## config.mk

```make
export PLATFORM = sky130hd
export DESIGN_NAME = frx_rx_pcs
export DESIGN_NICKNAME = d
export VERILOG_FILES = /design/src/core/frx_pkg.sv /design/src/core/frx_fifo.sv /design/src/core/frx_rx_pcs.sv
export SDC_FILE = /design/constraint.sdc
export NUM_CORES = 1
export LEC_CHECK = 0
export BUFFER_PORTS_ARGS = -buffer_cell sky130_fd_sc_hd__buf_2
export CAP_MARGIN = 30
export CORE_ASPECT_RATIO = 0.7
export CORE_MARGIN = 4
export CORE_UTILIZATION = 56
export DETAILED_ROUTE_END_ITERATION = 7
export PLACE_DENSITY = 0.81
export SYNTH_ARGS = -nofsm -noshare
export SYNTH_HDL_FRONTEND = slang
export SYNTH_HIERARCHICAL = 1
export SYNTH_SLANG_ARGS = --single-unit
```

## constraint.sdc

```tcl
create_clock -name clk -period 2.6 [get_ports clk]
set_input_delay 0.13 -clock clk [delete_from_list [all_inputs] [get_ports clk]]
set_output_delay 0.13 -clock clk [all_outputs]
set_load 0.01 [all_outputs]
```

## src/core/frx_pkg.sv

```systemverilog
// Shared constants, types and 5B lookup for the 100 Mb/s receive PCS
// Assumes a 10 MHz clock carrying one received line symbol per cycle
`default_nettype none

package frx_pkg;

	// ********************************
	// Timing
	// ********************************
	localparam int CLK_PERIOD_NS = 100;
	localparam int HOLD_TIME_NS = 722000;
	localparam int LINK_TIME_NS = 395000;
	localparam int HOLD_CYCLES = (HOLD_TIME_NS + CLK_PERIOD_NS - 1) / CLK_PERIOD_NS;
	localparam int LINK_CYCLES = (LINK_TIME_NS + CLK_PERIOD_NS - 1) / CLK_PERIOD_NS;

	// ********************************
	// Widths and counts
	// ********************************
	localparam int CG_BITS = 5;
	localparam int IDLE_LOCK_GROUPS = 12;
	localparam int IDLE_LOCK_BITS = IDLE_LOCK_GROUPS * CG_BITS;
	localparam int IDLE_HOLD_BITS = 58;
	localparam int IDLE_END_GROUPS = 2;
	localparam int ARM_BITS = IDLE_END_GROUPS * CG_BITS;
	localparam int PEND_BITS = 7;
	localparam int TMR_W = 13;
	localparam int LINK_W = 12;
	localparam int RUN_W = 7;
	localparam int ARM_W = 4;
	localparam int PEND_W = 3;
	localparam int BIT_W = 3;
	localparam int IDLE_W = 2;
	localparam int FC_W = 16;
	localparam int LFSR_W = 11;
	localparam int LFSR_TAP_A = 10;
	localparam int LFSR_TAP_B = 8;
	localparam int FIFO_DEPTH = 4;

	// ********************************
	// Code-groups and nibbles
	// ********************************
	localparam logic [4:0] CG_IDLE = 5'h1F;
	localparam logic [4:0] CG_J = 5'h18;
	localparam logic [4:0] CG_K = 5'h11;
	localparam logic [4:0] CG_T = 5'h0D;
	localparam logic [4:0] CG_R = 5'h07;
	localparam logic [4:0] CG_H = 5'h04;
	localparam logic [3:0] NIB_PRE = 4'h5;
	localparam logic [3:0] NIB_BAD = 4'hE;
	localparam logic [3:0] NIB_ZERO = 4'h0;

	// ********************************
	// Types
	// ********************************
	typedef enum logic [1:0] {FRX_LVL_ZERO, FRX_LVL_POS, FRX_LVL_NEG}
		frx_lvl_t;
	typedef enum logic [1:0] {ST_HUNT, ST_DATA, ST_ENDR, ST_BAD} frx_dec_t;

	typedef struct packed {
		logic [3:0] rxd;
		logic dv;
		logic er;
		logic crs;
	} frx_mii_t;

	localparam int FIFO_WIDTH = $bits(frx_mii_t);

	// ********************************
	// 5B to 4B lookup: {valid, nibble}
	// ********************************
	function automatic logic [4:0] frx_decode5b(input logic [4:0] cg);
		case (cg)
			5'h1E: frx_decode5b = 5'h10;
			5'h09: frx_decode5b = 5'h11;
			5'h14: frx_decode5b = 5'h12;
			5'h15: frx_decode5b = 5'h13;
			5'h0A: frx_decode5b = 5'h14;
			5'h0B: frx_decode5b = 5'h15;
			5'h0E: frx_decode5b = 5'h16;
			5'h0F: frx_decode5b = 5'h17;
			5'h12: frx_decode5b = 5'h18;
			5'h13: frx_decode5b = 5'h19;
			5'h16: frx_decode5b = 5'h1A;
			5'h17: frx_decode5b = 5'h1B;
			5'h1A: frx_decode5b = 5'h1C;
			5'h1B: frx_decode5b = 5'h1D;
			5'h1C: frx_decode5b = 5'h1E;
			5'h1D: frx_decode5b = 5'h1F;
			default: frx_decode5b = 5'h00;
		endcase
	endfunction

endpackage

`default_nettype wire

```

## src/core/frx_fifo.sv

```systemverilog
// Small synchronous FIFO with valid/ready on both sides
// Assumes one clock and a synchronous active-low reset
`timescale 1ns/1ps
`default_nettype none

module frx_fifo #(
	parameter int WIDTH = 7,
	parameter int DEPTH = 4
) (
	// Clock and reset
	input wire logic clk,
	input wire logic rstn,
	// Fill side
	input wire logic inValid,
	input wire logic [WIDTH-1:0] inData,
	output logic inReady,
	// Drain side
	output logic outValid,
	output logic [WIDTH-1:0] outData,
	input wire logic outReady
);
	import frx_pkg::*;

	localparam int PW = (DEPTH > 1) ? $clog2(DEPTH) : 1;
	localparam int CW = $clog2(DEPTH + 1);
	localparam logic [CW-1:0] FULL_CNT = CW'(DEPTH);
	localparam logic [PW-1:0] LAST_PTR = PW'(DEPTH - 1);

	typedef struct packed {
		logic [DEPTH-1:0][WIDTH-1:0] mem;
		logic [PW-1:0] wp;
		logic [PW-1:0] rp;
		logic [CW-1:0] cnt;
	} frx_fifo_state_t;

	frx_fifo_state_t r_reg;
	frx_fifo_state_t r_next;
	logic doPush;
	logic doPop;

	assign inReady = (r_reg.cnt != FULL_CNT);
	assign outValid = (r_reg.cnt != '0);
	assign outData = r_reg.mem[r_reg.rp];
	assign doPush = inValid && inReady;
	assign doPop = outValid && outReady;

	// ********************************
	// Next state
	// ********************************
	always_comb begin
		r_next = r_reg;
		if (doPush) begin
			r_next.mem[r_reg.wp] = inData;
			r_next.wp = (r_reg.wp == LAST_PTR) ? '0 : r_reg.wp + 1'b1;
		end
		if (doPop) begin
			r_next.rp = (r_reg.rp == LAST_PTR) ? '0 : r_reg.rp + 1'b1;
		end
		if (doPush && !doPop) begin
			r_next.cnt = r_reg.cnt + 1'b1;
		end else if (doPop && !doPush) begin
			r_next.cnt = r_reg.cnt - 1'b1;
		end
	end

	always_ff @(posedge clk) begin
		if (!rstn) begin
			r_reg <= '0;
		end else begin
			r_reg <= r_next;
		end
	end

endmodule

`default_nettype wire

```

## src/core/frx_rx_pcs.sv

```systemverilog
// 100 Mb/s receive PCS: symbol decode, descrambler, aligner, 5B decoder
// Assumes one equalized MLT-3 symbol per clock and a MAC drain handshake
//
// Contract
// - Signal detect stays low when only link pulses arrive.
// - Three-level symbols become a binary NRZI bit stream first.
// - NRZI bits are turned into NRZ before descrambling.
// - Received bits are grouped into 5-bit symbols.
// - Plain bit is scrambled bit XOR a transmitter-identical key sequence.
// - Lock after twelve consecutive idle groups; then emit unaligned groups.
// - On lock a 722 us hold timer runs; 58 idle bits restart it.
// - Hold timer expiry drops lock, resets descrambler, reacquires from idles.
// - Aligner takes descrambler bits, or NRZ bits when bypassed.
// - Boundary is fixed on the J then K pair and held.
// - Each code-group becomes a nibble by table lookup.
// - J/K after idles is replaced by two preamble nibbles 0101.
// - Decoding lasts the packet; stops on T/R or two idles.
// - Link up and PCS enable only after 395 us steady signal detect.
// - Idles to non-idle without J/K first is a bad start.
// - Bad start drives receive error and data 1110 per group.
// - Each bad start adds exactly one to the false-carrier counter.
// - After bad start, error and carrier drop after two idles.
// - Control groups: idle, J/K, T/R and halt use fixed codes.
// - Control or undefined groups inside data decode invalid with error.
// - Key generator is a closed-loop 11-bit LFSR matching transmit.
`timescale 1ns/1ps
`default_nettype none

module frx_rx_pcs #(
	parameter logic [frx_pkg::TMR_W-1:0] HOLD_CYC =
		frx_pkg::TMR_W'(frx_pkg::HOLD_CYCLES)
) (
	// Clock and reset
	input wire logic clk,
	input wire logic rstn,
	// Line side
	input wire frx_pkg::frx_lvl_t symLevel,
	input wire logic sigEnergy,
	input wire logic pulseOnly,
	input wire logic descBypass,
	// MAC side
	input wire logic macReady,
	output logic [3:0] rxd,
	output logic rxDv,
	output logic rxEr,
	output logic crs,
	// Status
	output logic sigDetect,
	output logic linkUp,
	output logic descLocked,
	output logic bufReady,
	output logic [frx_pkg::FC_W-1:0] falseCarrierEventCounter
);
	import frx_pkg::*;

	localparam logic [LINK_W-1:0] LINK_LAST = LINK_W'(LINK_CYCLES - 1);
	localparam logic [RUN_W-1:0] LOCK_LAST = RUN_W'(IDLE_LOCK_BITS - 1);
	localparam logic [RUN_W-1:0] HOLD_LAST = RUN_W'(IDLE_HOLD_BITS - 1);
	localparam logic [ARM_W-1:0] ARM_FULL = ARM_W'(ARM_BITS);
	localparam logic [PEND_W-1:0] PEND_LOAD = PEND_W'(PEND_BITS);
	localparam logic [PEND_W-1:0] PEND_LAST = PEND_W'(1);
	localparam logic [BIT_W-1:0] BIT_LAST = BIT_W'(CG_BITS - 1);
	localparam logic [IDLE_W-1:0] IDLE_LAST = IDLE_W'(IDLE_END_GROUPS - 1);

	localparam frx_mii_t ENT_END = '{rxd: NIB_ZERO, dv: 1'b0, er: 1'b0,
		crs: 1'b0};
	localparam frx_mii_t ENT_PRE = '{rxd: NIB_PRE, dv: 1'b1, er: 1'b0,
		crs: 1'b1};
	localparam frx_mii_t ENT_ERR = '{rxd: NIB_ZERO, dv: 1'b1, er: 1'b1,
		crs: 1'b1};
	localparam frx_mii_t ENT_BAD = '{rxd: NIB_BAD, dv: 1'b0, er: 1'b1,
		crs: 1'b1};

	// ********************************
	// State
	// ********************************
	typedef struct packed {
		logic sigDet;
		logic [LINK_W-1:0] linkTmr;
		logic linkUp;
		logic nrziPrev;
		logic [LFSR_W-1:0] lfsr;
		logic locked;
		logic [RUN_W-1:0] lockRun;
		logic [RUN_W-1:0] idleRun;
		logic [TMR_W-1:0] holdTmr;
		logic [9:0] window;
		logic aligned;
		logic [BIT_W-1:0] bitCnt;
		logic [ARM_W-1:0] armRun;
		logic [PEND_W-1:0] pend;
		frx_dec_t dec;
		logic [IDLE_W-1:0] idleCnt;
		logic pre2;
		logic pushV;
		frx_mii_t pushD;
		logic bufRdy;
		frx_mii_t mii;
		logic [FC_W-1:0] fcCnt;
	} frx_state_t;

	frx_state_t r_reg;
	frx_state_t r_next;
	logic fifoInReady;
	logic fifoOutValid;
	logic [FIFO_WIDTH-1:0] fifoOutData;
	logic fifoPop;

	assign fifoPop = fifoOutValid && macReady;

	frx_fifo #(
		.WIDTH(FIFO_WIDTH),
		.DEPTH(FIFO_DEPTH)
	) frx_fifo_inst (
		.clk(clk),
		.rstn(rstn),
		.inValid(r_reg.pushV),
		.inData(r_reg.pushD),
		.inReady(fifoInReady),
		.outValid(fifoOutValid),
		.outData(fifoOutData),
		.outReady(fifoPop)
	);

	// ********************************
	// Next state
	// ********************************
	always_comb begin
		logic nrzi;
		logic nrz;
		logic key;
		logic ud;
		logic bitIn;
		logic streamOk;
		logic [9:0] nw;
		logic [4:0] cg;
		logic [4:0] dec5;
		logic isIdle;
		nrzi = 1'b0;
		nrz = 1'b0;
		key = 1'b0;
		ud = 1'b0;
		bitIn = 1'b0;
		streamOk = 1'b0;
		nw = '0;
		cg = '0;
		dec5 = '0;
		isIdle = 1'b0;
		r_next = r_reg;
		r_next.pushV = 1'b0;
		r_next.bufRdy = fifoInReady;

		// Signal detect and link monitor
		r_next.sigDet = sigEnergy && !pulseOnly;
		if (!r_reg.sigDet) begin
			r_next.linkTmr = '0;
			r_next.linkUp = 1'b0;
		end else if (r_reg.linkTmr == LINK_LAST) begin
			r_next.linkUp = 1'b1;
		end else begin
			r_next.linkTmr = r_reg.linkTmr + 1'b1;
		end

		// Line decode
		nrzi = (symLevel != FRX_LVL_ZERO);
		nrz = nrzi ^ r_reg.nrziPrev;
		r_next.nrziPrev = nrzi;

		// Descrambler
		key = r_reg.lfsr[LFSR_TAP_A] ^ r_reg.lfsr[LFSR_TAP_B];
		ud = nrz ^ key;
		if (!r_reg.linkUp) begin
			r_next.lfsr = '0;
			r_next.locked = 1'b0;
			r_next.lockRun = '0;
			r_next.idleRun = '0;
			r_next.holdTmr = '0;
		end else if (!r_reg.locked) begin
			// Idle assumed while hunting, so key is the inverted line bit
			r_next.lfsr = {r_reg.lfsr[LFSR_W-2:0], ~nrz};
			r_next.lockRun = ud ? r_reg.lockRun + 1'b1 : '0;
			if (ud && r_reg.lockRun == LOCK_LAST) begin
				r_next.locked = 1'b1;
				r_next.holdTmr = HOLD_CYC;
				r_next.idleRun = '0;
			end
		end else begin
			r_next.lfsr = {r_reg.lfsr[LFSR_W-2:0], key};
			if (!ud) begin
				r_next.idleRun = '0;
			end else if (r_reg.idleRun != HOLD_LAST) begin
				r_next.idleRun = r_reg.idleRun + 1'b1;
			end
			if (ud && r_reg.idleRun == HOLD_LAST) begin
				r_next.holdTmr = HOLD_CYC;
			end else if (r_reg.holdTmr == '0) begin
				r_next.locked = 1'b0;
				r_next.lfsr = '0;
				r_next.lockRun = '0;
				r_next.idleRun = '0;
			end else begin
				r_next.holdTmr = r_reg.holdTmr - 1'b1;
			end
		end

		// Aligner input
		bitIn = descBypass ? nrz : ud;
		streamOk = r_reg.linkUp && (descBypass || r_reg.locked);
		nw = {r_reg.window[8:0], bitIn};
		r_next.window = nw;
		r_next.pre2 = 1'b0;

		if (!streamOk) begin
			if (r_reg.dec != ST_HUNT) begin
				r_next.pushV = 1'b1;
				r_next.pushD = ENT_END;
			end
			r_next.aligned = 1'b0;
			r_next.dec = ST_HUNT;
			r_next.armRun = '0;
			r_next.pend = '0;
		end else if (!r_reg.aligned) begin
			if (bitIn && r_reg.armRun != ARM_FULL && r_reg.pend == '0) begin
				r_next.armRun = r_reg.armRun + 1'b1;
			end else if (!bitIn && r_reg.armRun != ARM_FULL) begin
				r_next.armRun = '0;
			end
			if (r_reg.armRun == ARM_FULL && nw == {CG_J, CG_K}) begin
				r_next.aligned = 1'b1;
				r_next.bitCnt = '0;
				r_next.dec = ST_DATA;
				r_next.idleCnt = '0;
				r_next.pend = '0;
				r_next.armRun = '0;
				r_next.pushV = 1'b1;
				r_next.pushD = ENT_PRE;
				r_next.pre2 = 1'b1;
			end else if (r_reg.pend != '0) begin
				r_next.pend = r_reg.pend - 1'b1;
				if (r_reg.pend == PEND_LAST) begin
					r_next.aligned = 1'b1;
					r_next.bitCnt = '0;
					r_next.dec = ST_BAD;
					r_next.idleCnt = '0;
					r_next.armRun = '0;
					r_next.fcCnt = r_reg.fcCnt + 1'b1;
					r_next.pushV = 1'b1;
					r_next.pushD = ENT_BAD;
				end
			end else if (!bitIn && r_reg.armRun == ARM_FULL) begin
				r_next.pend = PEND_LOAD;
			end
		end else begin
			r_next.bitCnt = (r_reg.bitCnt == BIT_LAST) ? '0 :
				r_reg.bitCnt + 1'b1;
			if (r_reg.pre2) begin
				r_next.pushV = 1'b1;
				r_next.pushD = ENT_PRE;
			end
			if (r_reg.bitCnt == BIT_LAST) begin
				cg = nw[4:0];
				isIdle = (cg == CG_IDLE);
				r_next.idleCnt = isIdle ?
					((r_reg.idleCnt == IDLE_LAST) ? r_reg.idleCnt :
					r_reg.idleCnt + 1'b1) : '0;
				dec5 = frx_decode5b(cg);
				r_next.pushV = 1'b1;
				case (r_reg.dec)
					ST_DATA: begin
						if (isIdle && r_reg.idleCnt == IDLE_LAST) begin
							r_next.pushD = ENT_END;
							r_next.dec = ST_HUNT;
						end else if (cg == CG_T) begin
							r_next.pushV = 1'b0;
							r_next.dec = ST_ENDR;
						end else if (dec5[4]) begin
							r_next.pushD = '{rxd: dec5[3:0], dv: 1'b1,
								er: 1'b0, crs: 1'b1};
						end else begin
							r_next.pushD = ENT_ERR;
						end
					end
					ST_ENDR: begin
						if (cg == CG_R) begin
							r_next.pushD = ENT_END;
							r_next.dec = ST_HUNT;
						end else begin
							r_next.pushD = ENT_ERR;
							r_next.dec = ST_DATA;
						end
					end
					ST_BAD: begin
						if (isIdle && r_reg.idleCnt == IDLE_LAST) begin
							r_next.pushD = ENT_END;
							r_next.dec = ST_HUNT;
						end else begin
							r_next.pushD = ENT_BAD;
						end
					end
					default: begin
						r_next.pushV = 1'b0;
						r_next.dec = ST_HUNT;
					end
				endcase
				if (r_next.dec == ST_HUNT) begin
					r_next.aligned = 1'b0;
					r_next.armRun = ARM_FULL;
				end
			end
		end

		// MAC output stage
		if (fifoPop) begin
			r_next.mii = frx_mii_t'(fifoOutData);
		end
	end

	always_ff @(posedge clk) begin
		if (!rstn) begin
			r_reg <= '0;
		end else begin
			r_reg <= r_next;
		end
	end

	// ********************************
	// Outputs
	// ********************************
	assign rxd = r_reg.mii.rxd;
	assign rxDv = r_reg.mii.dv;
	assign rxEr = r_reg.mii.er;
	assign crs = r_reg.mii.crs;
	assign sigDetect = r_reg.sigDet;
	assign linkUp = r_reg.linkUp;
	assign descLocked = r_reg.locked;
	assign bufReady = r_reg.bufRdy;
	assign falseCarrierEventCounter = r_reg.fcCnt;

endmodule

`default_nettype wire

```

==> impl_summary.txt, run 1 <==
----------------------------------------------------
[Status]
  Run status ... finished, final reports clean

[Global route]
  Maximum number of pins on one net before global-route repair ... 36
  Antenna violations before repair ... 0
  Total overflow reported by the global router ... 0
  Met3 demand-to-capacity share in global routing ... 0.0546
  Number of global-route vias before repair ... 6028
  Global-route met2 utilization ... 0.334
  Routing layer with the top usage in global route ... met1
  Met1 demand-to-capacity share in global routing ... 0.339
  First-pass GRT wire length ... 29.5 mm
  GRT Total Usage ... 0.228

[Logic synthesis]
  Post-synthesis sequential area ratio ... 0.390
  Number of enable-type register cells in the synthesized netlist ... 0
  Count leader, synth ... sky130_fd_sc_hd__dfxtp_1
  Share of Yosys cell area claimed by the top area cell type ... 0.390
  Syn_nets ... 909
  Mean post-synth cell area ... 8.56 um2
  Top area cells in the synthesized netlist ... sky130_fd_sc_hd__dfxtp_1, sky130_fd_sc_hd__nand2_1, sky130_fd_sc_hd__mux2i_1
  Distinct cells, synth ... 78
  FFs w/ async S/R, synth ... 0
  Cell taking the most area after synthesis ... sky130_fd_sc_hd__dfxtp_1
  Number of warnings printed during yosys synthesis ... 6
  Synth top cells by count ... sky130_fd_sc_hd__dfxtp_1, sky130_fd_sc_hd__nand2_1, sky130_fd_sc_hd__nor2_1
  Post-synth top flop ... sky130_fd_sc_hd__dfxtp_1
  Gate count after technology mapping ... 876
  Seq cells post-synth ... 146
  Summed instance area of the synthesized netlist ... 7500 um2

[Power]
  Leakage ... 3.13 nW
  Cell-internal power ... 0.00375 W
  Combinational Power Share ... 0.028
  Power Total ... 0.00491 W
  Sequential share of power ... 0.457
  VDD IR-drop max ... 0.407 mV
  Power spent charging and discharging nets ... 0.00116 W
  Pwr Density ... 579 nW/um2
  Switch share ... 0.237
  Clock network fraction of total power ... 0.514

[Timing]
  Relative max-transition margin ... 0.436
  Number of hold violations in the final report ... 0
  Crit path time final ... 2510 ps
  Number of slew-limit violations in the final report ... 0
  Post-Route Skew ... 14.4 ps
  Fin crit share ... 0.967
  Count of endpoints failing setup in the final report ... 0
  Smallest hold slack ... 133 ps
  Tightest Pin Transition ... 839 ps
  Highest clock rate ... 0.398 GHz

[Worst setup path]
  Biggest fanout along the worst timing path ... 6
  Crit Reg-Reg Startpoint ... r_next[49]$_SDFF_PN0_
  Crit. path cell count ... 9
  CP Launch Point ... symLevel[0]
  Slowest cell on crit path ... sky130_fd_sc_hd__nor3_1
  Gate family responsible for the most delay along the worst path ... simple AND/OR/NAND/NOR gates
  Startpoint types ... primary input
  WP buf/inv ... 3
  Worst path cell trace ... dlygate4sd3_1 > buf_2 > or3_1 > o211ai_1 > a21boi_2 > buf_4 > nor3_1 > and3_1 > mux2i_1
  Stage delay of the slowest cell on the critical path ... 600 ps
  Slack of the worst reg-to-reg path ... 150 ps
  Worst R2R End ... r_reg[27]$_SDFFE_PN0P_
  Setup CP Type ... primary input to flip-flop
  Kind of capture point of the worst setup path ... flip-flop
  Data required, critical path ... 2960 ps
  Cell count of the worst reg-to-reg path ... 9
  Last element of the critical path ... falseCarrierEventCounter[11]$_SDFFE_PN0P_
  CP Data Arrival Time ... 2870 ps

[Route]
  Post-route DRC ... 0
  Final wirelength ... 17.2 mm
  Vias per cell ... 5.98
  Via total after detailed routing ... 6520
  ANT nets after route ... 0
  Per-cell routed wire length ... 15.8 um
  Length of the first detailed-routing pass in iterations ... 6
  1st-iter DRT viols ... 625

[Cells and area]
  Number of diodes ... 0
  Share of layout cells above drive strength 1 ... 0.143
  Number of nets in the layout ... 945
  Number of standard cells in the final layout excluding fillers ... 1091
  Area growth, synth to finish ... 13.3%
  Max FFs per register ... 75
  Count of filler cells inserted in the layout ... 1088

[Clock network]
  CTS H-tree lvls ... 4
  Clock tree from TritonCTS ... done
  Buffer type at the clock tree root ... sky130_fd_sc_hd__clkbuf_16
  Clock Pin Slew Worst Setup and Hold Paths ... 70 ps
  Clk_lat worst skew ... 420 ps
  Clock buffer count from CTS ... 17
  Number of sinks on the clock net ... 146
  Clock tree buffer depth ... 2

[Place]
  DPL Wire Length ... 11.9 mm
  Cells after DPL ... 1051
  Port Buffer Count ... 34
  Global placer's final weighted congestion ... 0.976

[Flow run]
  Maximum Capacitance Violations ... 0

[Floorplanning]
  Floorplan die height ... 105 um
  Die span in x ... 146 um
  Effective utilization at floorplan ... 0.571
  Floorplan core area ... 13100 um2
  Number of top-level design ports ... 35
  Die outline area ... 15300 um2
  Number of placement rows ... 35

[Hold path]
  Hold WC Path Type ... primary input to flip-flop

----------------------------------------------------
==> worst min-delay path by stage <==
stage,cells past startpoint,to,start
2_1_floorplan,1,sigDetect$_SDFF_PN0_,pulseOnly
5_1_grt,3,frx_fifo_inst/r_reg[13]$_SDFFE_PN0P_,rstn
3_5_place_dp,2,sigDetect$_SDFF_PN0_,pulseOnly
6_report,3,frx_fifo_inst/r_reg[27]$_SDFFE_PN0P_,rstn
4_1_cts,3,frx_fifo_inst/r_reg[27]$_SDFFE_PN0P_,rstn
3_3_place_gp,2,sigDetect$_SDFF_PN0_,pulseOnly
==> layout make-up <==
type	count	area [um2]	area share
multi-input combinational	638	4120	0.485
sequential	146	2920	0.344
timing repair buffer	78	510	0.0601
clock buffer	17	425	0.0501
tap	166	208	0.0245
clock inverter	15	186	0.0220
inverter	31	116	0.0137
==> stage by stage <==
step                      TNS, ps   util  setup slack, ps  area, um2
after floorplan                 0      -             38.5       7500
after global placement          0  0.593              198       7790
after detailed placement        0  0.593              117       7790
after CTS                       0  0.643             84.0       8450
after global routing        -33.8  0.646            -19.6       8490
final                           0  0.646             86.4       8490
==> cells by family after synthesis <==
logic type               synth area share
buffers and inverters              0.0623
flip-flops                          0.390
AO/OA/AOI/OAI                       0.169
adder cells (fa/ha/maj)            0.0427
XOR/XNOR                           0.0379
AND/OR/NAND/NOR                     0.228
multiplexers                       0.0694
==> worst min-delay path, delay by kind of cell <==
family	cells	cell delay, ps
buffers and inverters	1	220
muxes	1	50
and+or+nand+nor	1	110
==> power groups by stage <==
stage,combinational (W),sequential (W),clock [W]
floorplan,0.0000886,0.00230,0
global placement,0.000132,0.00230,0
detailed placement,0.000132,0.00230,0
CTS,0.000137,0.00225,0.00257
global route,0.000154,0.00225,0.00266
finish,0.000139,0.00225,0.00253
==> metal layers <==
metal / share of wire / vias to the layer above / wire length [um]
li1: - / 3202 / -
met2: 0.43 / 265 / 7390
met4: 0.0099 / 0 / 170
met1: 0.49 / 3028 / 8360
met5: 0 / - / 0
met3: 0.076 / 25 / 1310
==> cells in the final DEF (no fill, tap or decap), drive strengths merged, types with 3 or more instances in the layout <==
cell type,n
o211ai,10
a2111oi,3
a22oi,4
buf,74
nand3b,7
a21boi,3
nor2,78
clkinv,4
ha,24
nand4,15
nand2b,5
and4,3
o21a,4
nor3,16
a21oi,53
nand3,26
a311oi,6
and2,11
o41ai,3
inv,38
or4,5
o21ai,52
o211a,5
a31oi,9
o31ai,6
nor4,7
a211oi,7
xor2,14
nor2b,3
clkbuf,17
and3,25
nand2,121
xnor2,11
mux4,7
dfxtp,146
nor3b,4
dlygate4sd3,4
or3,14
o22ai,4
mux2i,34
==> timing repair <==
item,CTS,global route
hold buffers,4,0
endpoints found under the setup margin,0,4
setup buffers,0,4
resized for setup,0,4
hold endpoints to repair,2,0
Note: power is estimated with default switching activity, not from simulation.
==> run 2: changes to the inputs <==
--- a/config.mk
+++ b/config.mk
@@ -14,5 +14,4 @@
 export PLACE_DENSITY = 0.81
 export SYNTH_ARGS = -nofsm -noshare
 export SYNTH_HDL_FRONTEND = slang
-export SYNTH_HIERARCHICAL = 1
 export SYNTH_SLANG_ARGS = --single-unit
==> impl_summary.txt, run 2 <==
----------------------------------------------------
[Route]
  1st-iter DRT viols ... 698 (+12%)
  Per-cell routed wire length ... 15.8 um (+0.14%)
  Vias per cell ... 6.01 (+0.51%)
  ANT nets after route ... 0 (unchanged)
  Final wirelength ... 17.3 mm (+0.32%)
  Length of the first detailed-routing pass in iterations ... 5 (-1)
  Via total after detailed routing ... 6565 (+0.69%)
  Post-route DRC ... 0 (unchanged)

[Worst setup path]
  Last element of the critical path ... r_reg[27]$_SDFFE_PN0P_
  Cell count of the worst reg-to-reg path ... 6 (-3)
  Data required, critical path ... 2970 ps (about the same)
  Worst R2R End ... r_reg[27]$_SDFFE_PN0P_
  Crit Reg-Reg Startpoint ... r_reg[97]$_SDFF_PN0_
  Slack of the worst reg-to-reg path ... 160 ps (about the same)
  Biggest fanout along the worst timing path ... 10 (+4)
  Kind of capture point of the worst setup path ... flip-flop
  CP Launch Point ... r_reg[97]$_SDFF_PN0_
  CP Data Arrival Time ... 2800 ps (-70 ps)
  Startpoint types ... flip-flop
  Setup CP Type ... flip-flop to flip-flop

[Power]
  Leakage ... 3.08 nW (-1.4%)
  Combinational Power Share ... 0.073 (+0.045)
  Pwr Density ... 617 nW/um2 (+6.7%)
  Clock network fraction of total power ... 0.471 (-0.043)
  VDD IR-drop max ... 0.439 mV (+7.9%)
  Sequential share of power ... 0.457 (about the same)
  Power spent charging and discharging nets ... 0.00129 W (+11%)
  Switch share ... 0.251 (+0.0140)
  Cell-internal power ... 0.00386 W (+2.9%)

[Cells and area]
  Number of diodes ... 0 (unchanged)
  Number of nets in the layout ... 952 (+0.74%)
  Final Core Density ... 0.658 (+0.0113)
  Area taken by multi-input logic gates ... 4040 um2 (-1.9%)
  Max FFs per register ... 75 (unchanged)
  Share of layout cells above drive strength 1 ... 0.144 (+0.00123)
  Leading cell types in the layout, fill and taps excluded ... sky130_fd_sc_hd__dfxtp_1, sky130_fd_sc_hd__nor2_1, sky130_fd_sc_hd__nand2_1
  Area occupied by registers ... 2920 um2 (unchanged)
  Most common cell after layout, fill and taps aside ... sky130_fd_sc_hd__dfxtp_1
  Count of filler cells inserted in the layout ... 1040 (-4.4%)
  Area growth, synth to finish ... 12.8%

[Clock network]
  CTS H-tree lvls ... 4 (unchanged)
  Buffer type at the clock tree root ... sky130_fd_sc_hd__clkbuf_16
  Clock tree buffer depth ... 2 (unchanged)
  Number of sinks on the clock net ... 146 (unchanged)
  Clock buffer count from CTS ... 17 (unchanged)
  Clk_lat worst skew ... 420 ps (about the same)
  Clock tree from TritonCTS ... done
  Clock Pin Slew Worst Setup and Hold Paths ... 60 ps (about the same)

[Global route]
  GRT Total Usage ... 0.227 (-0.00101)
  Total overflow reported by the global router ... 0 (unchanged)
  Maximum number of pins on one net before global-route repair ... 45 (+25%)
  Antenna violations before repair ... 0 (unchanged)
  Number of global-route vias before repair ... 5953 (-1.2%)
  First-pass GRT wire length ... 29.1 mm (-1.4%)

[Logic synthesis]
  FFs w/ async S/R, synth ... 0 (unchanged)
  Post-synth top flop ... sky130_fd_sc_hd__dfxtp_1
  Synth top cells by count ... sky130_fd_sc_hd__dfxtp_1, sky130_fd_sc_hd__nor2_1, sky130_fd_sc_hd__nand2_1
  Top area cells in the synthesized netlist ... sky130_fd_sc_hd__dfxtp_1, sky130_fd_sc_hd__a21oi_1, sky130_fd_sc_hd__nor2_1
  Gate count after technology mapping ... 891 (+1.7%)
  Mean post-synth cell area ... 8.29 um2 (-3.1%)
  Seq cells post-synth ... 146 (unchanged)
  Number of warnings printed during yosys synthesis ... 0 (-6)
  Summed instance area of the synthesized netlist ... 7390 um2 (-1.4%)
  Number of enable-type register cells in the synthesized netlist ... 0 (unchanged)
  Cell taking the most area after synthesis ... sky130_fd_sc_hd__dfxtp_1
  Distinct cells, synth ... 81 (+3.8%)
  Syn_nets ... 924 (+1.7%)
  Post-synthesis sequential area ratio ... 0.395 (+0.00554)
  Share of Yosys cell area claimed by the top area cell type ... 0.395 (+0.00554)
  Count leader, synth ... sky130_fd_sc_hd__dfxtp_1

[Hold path]
  Hold WC Path Type ... primary input to flip-flop

[Flow run]
  Maximum Capacitance Violations ... 0 (unchanged)

[Place]
  Global placer's final weighted congestion ... 0.964 (-1.2%)
  Port Buffer Count ... 34 (unchanged)
  DPL Wire Length ... 11.9 mm (about the same)

[Floorplanning]
  Number of top-level design ports ... 35 (unchanged)
  Floorplan core area ... 12700 um2 (-3.5%)
  Number of placement rows ... 34 (-2.9%)
  Floorplan die height ... 104 um (-0.65%)
  Die span in x ... 145 um (-0.67%)
  Effective utilization at floorplan ... 0.583 (+0.0124)
  Die outline area ... 15100 um2 (-1.3%)

[Timing]
  Post-Route Skew ... 13.1 ps (-1.28 ps)
  Setup repair after global routing missed its margin ... no
  Crit path time final ... 2440 ps (-76.7 ps)
  Number of slew-limit violations in the final report ... 0 (unchanged)
  Tightest Pin Transition ... 723 ps (-116 ps)
  Highest clock rate ... 0.410 GHz (+3.1%)
  Count of endpoints failing setup in the final report ... 0 (unchanged)
  Relative max-transition margin ... 0.515 (+0.0789)
  Number of hold violations in the final report ... 0 (unchanged)
  Fin crit share ... 0.937 (-0.0295)
  Sum of negative setup slack ... 0 ps (unchanged)

[Status]
  Run status ... finished, final reports clean

----------------------------------------------------
-- run 2: changes by cell type in the layout (fill, tap and decap cells not counted), sizes merged, moves of 12 or more --
cell | previous run | this run
a21oi | 53 | 84
and3 | 25 | 13
nor2 | 78 | 97
nand2 | 121 | 95
nand3 | 26 | 56
mux2i | 34 | 7
-- run 2: area by class of cell --
cell class	count	share of cell area
Multi-Input combinational cell	654	0.485
Sequential cell	146	0.351
Timing Repair Buffer	74	0.0588
Clock buffer	17	0.0510
Tap cell	162	0.0243
Clock inverter	14	0.0185
Inverter	26	0.0117
-- run 2: worst min-delay path by stage --
stage,startpoint,end,cells after the start
2_1_floorplan,pulseOnly,sigDetect$_SDFF_PN0_,1
3_3_place_gp,pulseOnly,sigDetect$_SDFF_PN0_,2
3_5_place_dp,pulseOnly,sigDetect$_SDFF_PN0_,2
4_1_cts,symLevel[0],r_reg[97]$_SDFF_PN0_,3
5_1_grt,symLevel[0],r_reg[97]$_SDFF_PN0_,3
6_report,symLevel[0],r_reg[97]$_SDFF_PN0_,3
-- run 2: worst max-delay path, stage by stage, from the launching register on --
cell,delay [ps]
sky130_fd_sc_hd__dfxtp_1,320
sky130_fd_sc_hd__or3_1,380
sky130_fd_sc_hd__a211o_1,510
sky130_fd_sc_hd__a2111oi_0,570
sky130_fd_sc_hd__a31oi_1,200
sky130_fd_sc_hd__a211oi_1,230
sky130_fd_sc_hd__o22a_1,170
-- run 2: per-stage QoR --
stage	instances	total power (W)	hold slack, ps	area [um2]	setup slack [ps]
after global routing	1093	0.00534	19.4	8340	31.2
after global placement	1057	0.00275	288	7700	134
after floorplan	891	0.00266	202	7390	137
final	1093	0.00515	6.01	8340	163
after detailed placement	1057	0.00277	290	7700	18.8
after CTS	1091	0.00517	1.50	8310	1.77
-- run 2: cells by family after synthesis --
family,share of synthesized area
AO/OA/AOI/OAI,0.197
XOR/XNOR,0.0364
adder cells (fa/ha/maj),0.0433
buffers and inverters,0.0591
flip-flops,0.395
multiplexers,0.0323
AND/OR/NAND/NOR,0.236
-- run 2: per-layer routing --
layer	wire, um	global-route usage
met5	0	0
met4	174	0.0657
met3	1230	0.0527
met2	7420	0.337
met1	8460	0.330
-- run 2: what timing repair did --
action | 4_1_cts | 5_1_grt
setup endpoints to repair | 1 | 8
pin swaps | 1 | 1
cloned | 0 | 0
endpoints found under the hold margin | 2 | 0
hold buffers | 3 | 0
setup buffers | 0 | 2
gates resized for setup | 0 | 1
-- run 2: power by group through the flow --
stage / Clock [W] / Sequential, W / Combinational [W]
final: 0.00242 / 0.00235 / 0.000373
after CTS: 0.00245 / 0.00235 / 0.000374
after floorplan: 0 / 0.00236 / 0.000299
after global placement: 0 / 0.00240 / 0.000352
after detailed placement: 0 / 0.00240 / 0.000368
after global routing: 0.00256 / 0.00236 / 0.000419
==> run 3: changes to the inputs <==
--- a/config.mk
+++ b/config.mk
@@ -8,7 +8,6 @@
 export BUFFER_PORTS_ARGS = -buffer_cell sky130_fd_sc_hd__buf_2
 export CAP_MARGIN = 30
 export CORE_ASPECT_RATIO = 0.7
-export CORE_MARGIN = 4
 export CORE_UTILIZATION = 56
 export DETAILED_ROUTE_END_ITERATION = 7
 export PLACE_DENSITY = 0.81
==> impl_summary.txt, run 3 (synthesis results as in run 2) <==
----------------------------------------------------
[Route]
  Vias per cell ... 5.92 (-1.4%)
  Via total after detailed routing ... 6456 (-1.7%)
  Met1 WL ... 8.39 mm (-0.78%)
  Post-route DRC ... 0 (unchanged)
  1st-iter DRT viols ... 592 (-15%)
  Final wirelength ... 17.4 mm (+0.93%)
  Uppermost layer routed ... met4
  Sum of met3 wire segment lengths after detailed routing ... 1.44 mm (+17%)
  Length of the first detailed-routing pass in iterations ... 6 (+1)
  Per-cell routed wire length ... 16.0 um (+1.2%)
  Detailed-routed wire length on met2 ... 7.40 mm (-0.27%)
  ANT nets after route ... 0 (unchanged)

[Floorplanning]
  Floorplan core area ... 12600 um2 (-0.34%)
  Number of top-level design ports ... 35 (unchanged)
  Number of placement rows ... 34 (unchanged)
  Floorplan die height ... 98.1 um (-5.8%)
  Die span in x ... 139 um (-4.1%)
  Effective utilization at floorplan ... 0.585 (+0.00196)
  Die outline area ... 13700 um2 (-9.7%)

[Timing]
  Count of endpoints failing setup in the final report ... 0 (unchanged)
  Smallest hold slack ... 202 ps (+196 ps)
  Relative max-transition margin ... 0.465 (-0.0502)
  Fin crit share ... 0.974 (+0.0365)
  Final critical-path setup slack ... 68.3 ps (-94.8 ps)
  Number of hold violations in the final report ... 0 (unchanged)
  Tightest Pin Transition ... 798 ps (+74.9 ps)
  Crit path time final ... 2530 ps (+94.8 ps)
  Post-Route Skew ... 8.92 ps (-4.16 ps)
  Highest clock rate ... 0.395 GHz (-3.7%)
  Number of slew-limit violations in the final report ... 0 (unchanged)

[Status]
  Run status ... finished, final reports clean

[Place]
  DPL Wire Length ... 11.8 mm (-1.3%)
  Port Buffer Count ... 34 (unchanged)
  Place WS ... -21.8 ps (-40.5 ps)
  Global placer's final weighted congestion ... 0.936 (-2.9%)
  Cells after DPL ... 1053 (-0.38%)
  Area after DPL ... 7660 um2 (-0.55%)

[Global route]
  First-pass GRT wire length ... 29.6 mm (+1.8%)
  Number of global-route vias before repair ... 5988 (+0.59%)
  Antenna violations before repair ... 0 (unchanged)
  GRT Total Usage ... 0.266 (+0.0390)
  Total overflow reported by the global router ... 0 (unchanged)
  Maximum number of pins on one net before global-route repair ... 51 (+13%)

[Cells and area]
  Share of layout cells above drive strength 1 ... 0.139 (-0.00492)
  Cell area after layout ... 8300 um2 (-0.41%)
  Max FFs per register ... 75 (unchanged)
  Number of nets in the layout ... 948 (-0.42%)
  Number of diodes ... 0 (unchanged)
  Leading cell types in the layout, fill and taps excluded ... sky130_fd_sc_hd__dfxtp_1, sky130_fd_sc_hd__nor2_1, sky130_fd_sc_hd__nand2_1
  Number of standard cells in the final layout excluding fillers ... 1090 (-0.27%)
  Most common cell after layout, fill and taps aside ... sky130_fd_sc_hd__dfxtp_1
  Area growth, synth to finish ... 12.3%

[Flow run]
  Maximum Capacitance Violations ... 0 (unchanged)

[Power]
  Pwr Density ... 621 nW/um2 (+0.54%)
  VDD IR-drop max ... 0.537 mV (+22%)
  Leakage ... 3.05 nW (-1.0%)

[Clock network]
  Number of sinks on the clock net ... 146 (unchanged)
  Clock tree buffer depth ... 2 (unchanged)
  Clk_lat worst skew ... 420 ps (about the same)
  Buffer type at the clock tree root ... sky130_fd_sc_hd__clkbuf_16
  Clock tree from TritonCTS ... done
  CTS H-tree lvls ... 4 (unchanged)
  Clock Pin Slew Worst Setup and Hold Paths ... 70 ps (about the same)
  Clock buffer count from CTS ... 17 (unchanged)

[Hold path]
  Hold WC Path Type ... primary input to flip-flop
  Hold-critical path depth ... 4 (+1)
  Capture endpoint of the worst hold path ... crs$_SDFFE_PN0P_
  Hold path startpoint ... macReady

[Worst setup path]
  Slowest cell on crit path ... sky130_fd_sc_hd__dlygate4sd3_1
  Stage delay of the slowest cell on the critical path ... 530 ps (-40 ps)
  Gate family responsible for the most delay along the worst path ... compound AO/OA/AOI/OAI gates
  Kind of capture point of the worst setup path ... flip-flop
  Worst R2R End ... r_reg[28]$_SDFFE_PN0P_
  Data required, critical path ... 2910 ps (-60 ps)
  Startpoint types ... primary input
  CP Data Arrival Time ... 2840 ps (+40 ps)
  Biggest fanout along the worst timing path ... 5 (-5)
  Slack of the worst reg-to-reg path ... 160 ps (about the same)
  Cell count of the worst reg-to-reg path ... 7 (+1)
  Crit Reg-Reg Startpoint ... r_reg[97]$_SDFF_PN0_
  Setup CP Type ... primary input to flip-flop
  Worst path cell trace ... dlygate4sd3_1 > buf_2 > or3_1 > a211oi_1 > buf_4 > o21ai_0 > o311ai_0 > nor3_1 > o311a_1
  WP buf/inv ... 3 (+3)

----------------------------------------------------
-- run 3: through the flow --
step	power, W	TNS [ps]	utilization
floorplan	0.00266	0	-
CTS	0.00517	0	0.656
detailed placement	0.00276	-28.0	0.606
global route	0.00533	-8.95	0.657
global placement	0.00275	0	0.606
finish	0.00515	0	0.657
-- run 3: worst max-delay path by stage --
stage	from	to	depth (start not counted)	slack [ps]
6_report	symLevel[0]	r_reg[28]$_SDFFE_PN0P_	9	70
5_1_grt	symLevel[0]	r_reg[28]$_SDFFE_PN0P_	9	-9
4_1_cts	symLevel[0]	r_reg[28]$_SDFFE_PN0P_	8	120
3_5_place_dp	r_reg[94]$_SDFF_PN0_	falseCarrierEventCounter[15]$_SDFFE_PN0P_	6	-20
3_3_place_gp	symLevel[1]	falseCarrierEventCounter[11]$_SDFFE_PN0P_	7	80
2_1_floorplan	frx_fifo_inst.r_reg[0]$_SDFFE_PN0P_	frx_fifo_inst.r_reg[2]$_SDFFE_PN0P_	9	140
-- run 3: repair_timing --
| item | CTS | global route |
|---|---|---|
| buffers inserted | 1 | 0 |
| hold buffers | 4 | 0 |
| resized for setup | 0 | 4 |
| setup endpoints to repair | 6 | 25 |
| pin swaps | 1 | 0 |
| hold endpoints to repair | 2 | 0 |
-- run 3: tightest hold or removal path, stage by stage --
cell and delay [ps]:
sky130_fd_sc_hd__buf_2 90, sky130_fd_sc_hd__o31a_1 200, sky130_fd_sc_hd__nand2_1 100, sky130_fd_sc_hd__a21oi_1 50
-- run 3: where the power goes --
group          switching (W)  total (W)  internal, W
Combinational       0.000217   0.000371     0.000154
Sequential         0.0000756    0.00235      0.00228
Clock               0.000988    0.00243      0.00144
Total                0.00128    0.00515      0.00387
-- run 3: layout make-up --
type,instances,area (um2)
Inverter,26,97.6
Fill cell,1007,4330
Clock buffer,20,447
Sequential cell,146,2920
Timing Repair Buffer,70,450
Clock inverter,12,134
Multi-Input combinational cell,654,4050
Tap cell,162,203
-- run 3: metal layers --
metal | GRT usage | vias to the layer above
li1 | - | 3203
met1 | 0.385 | 2949
met2 | 0.395 | 277
met3 | 0.0623 | 27
met4 | 0.0726 | 0
met5 | 0 | -
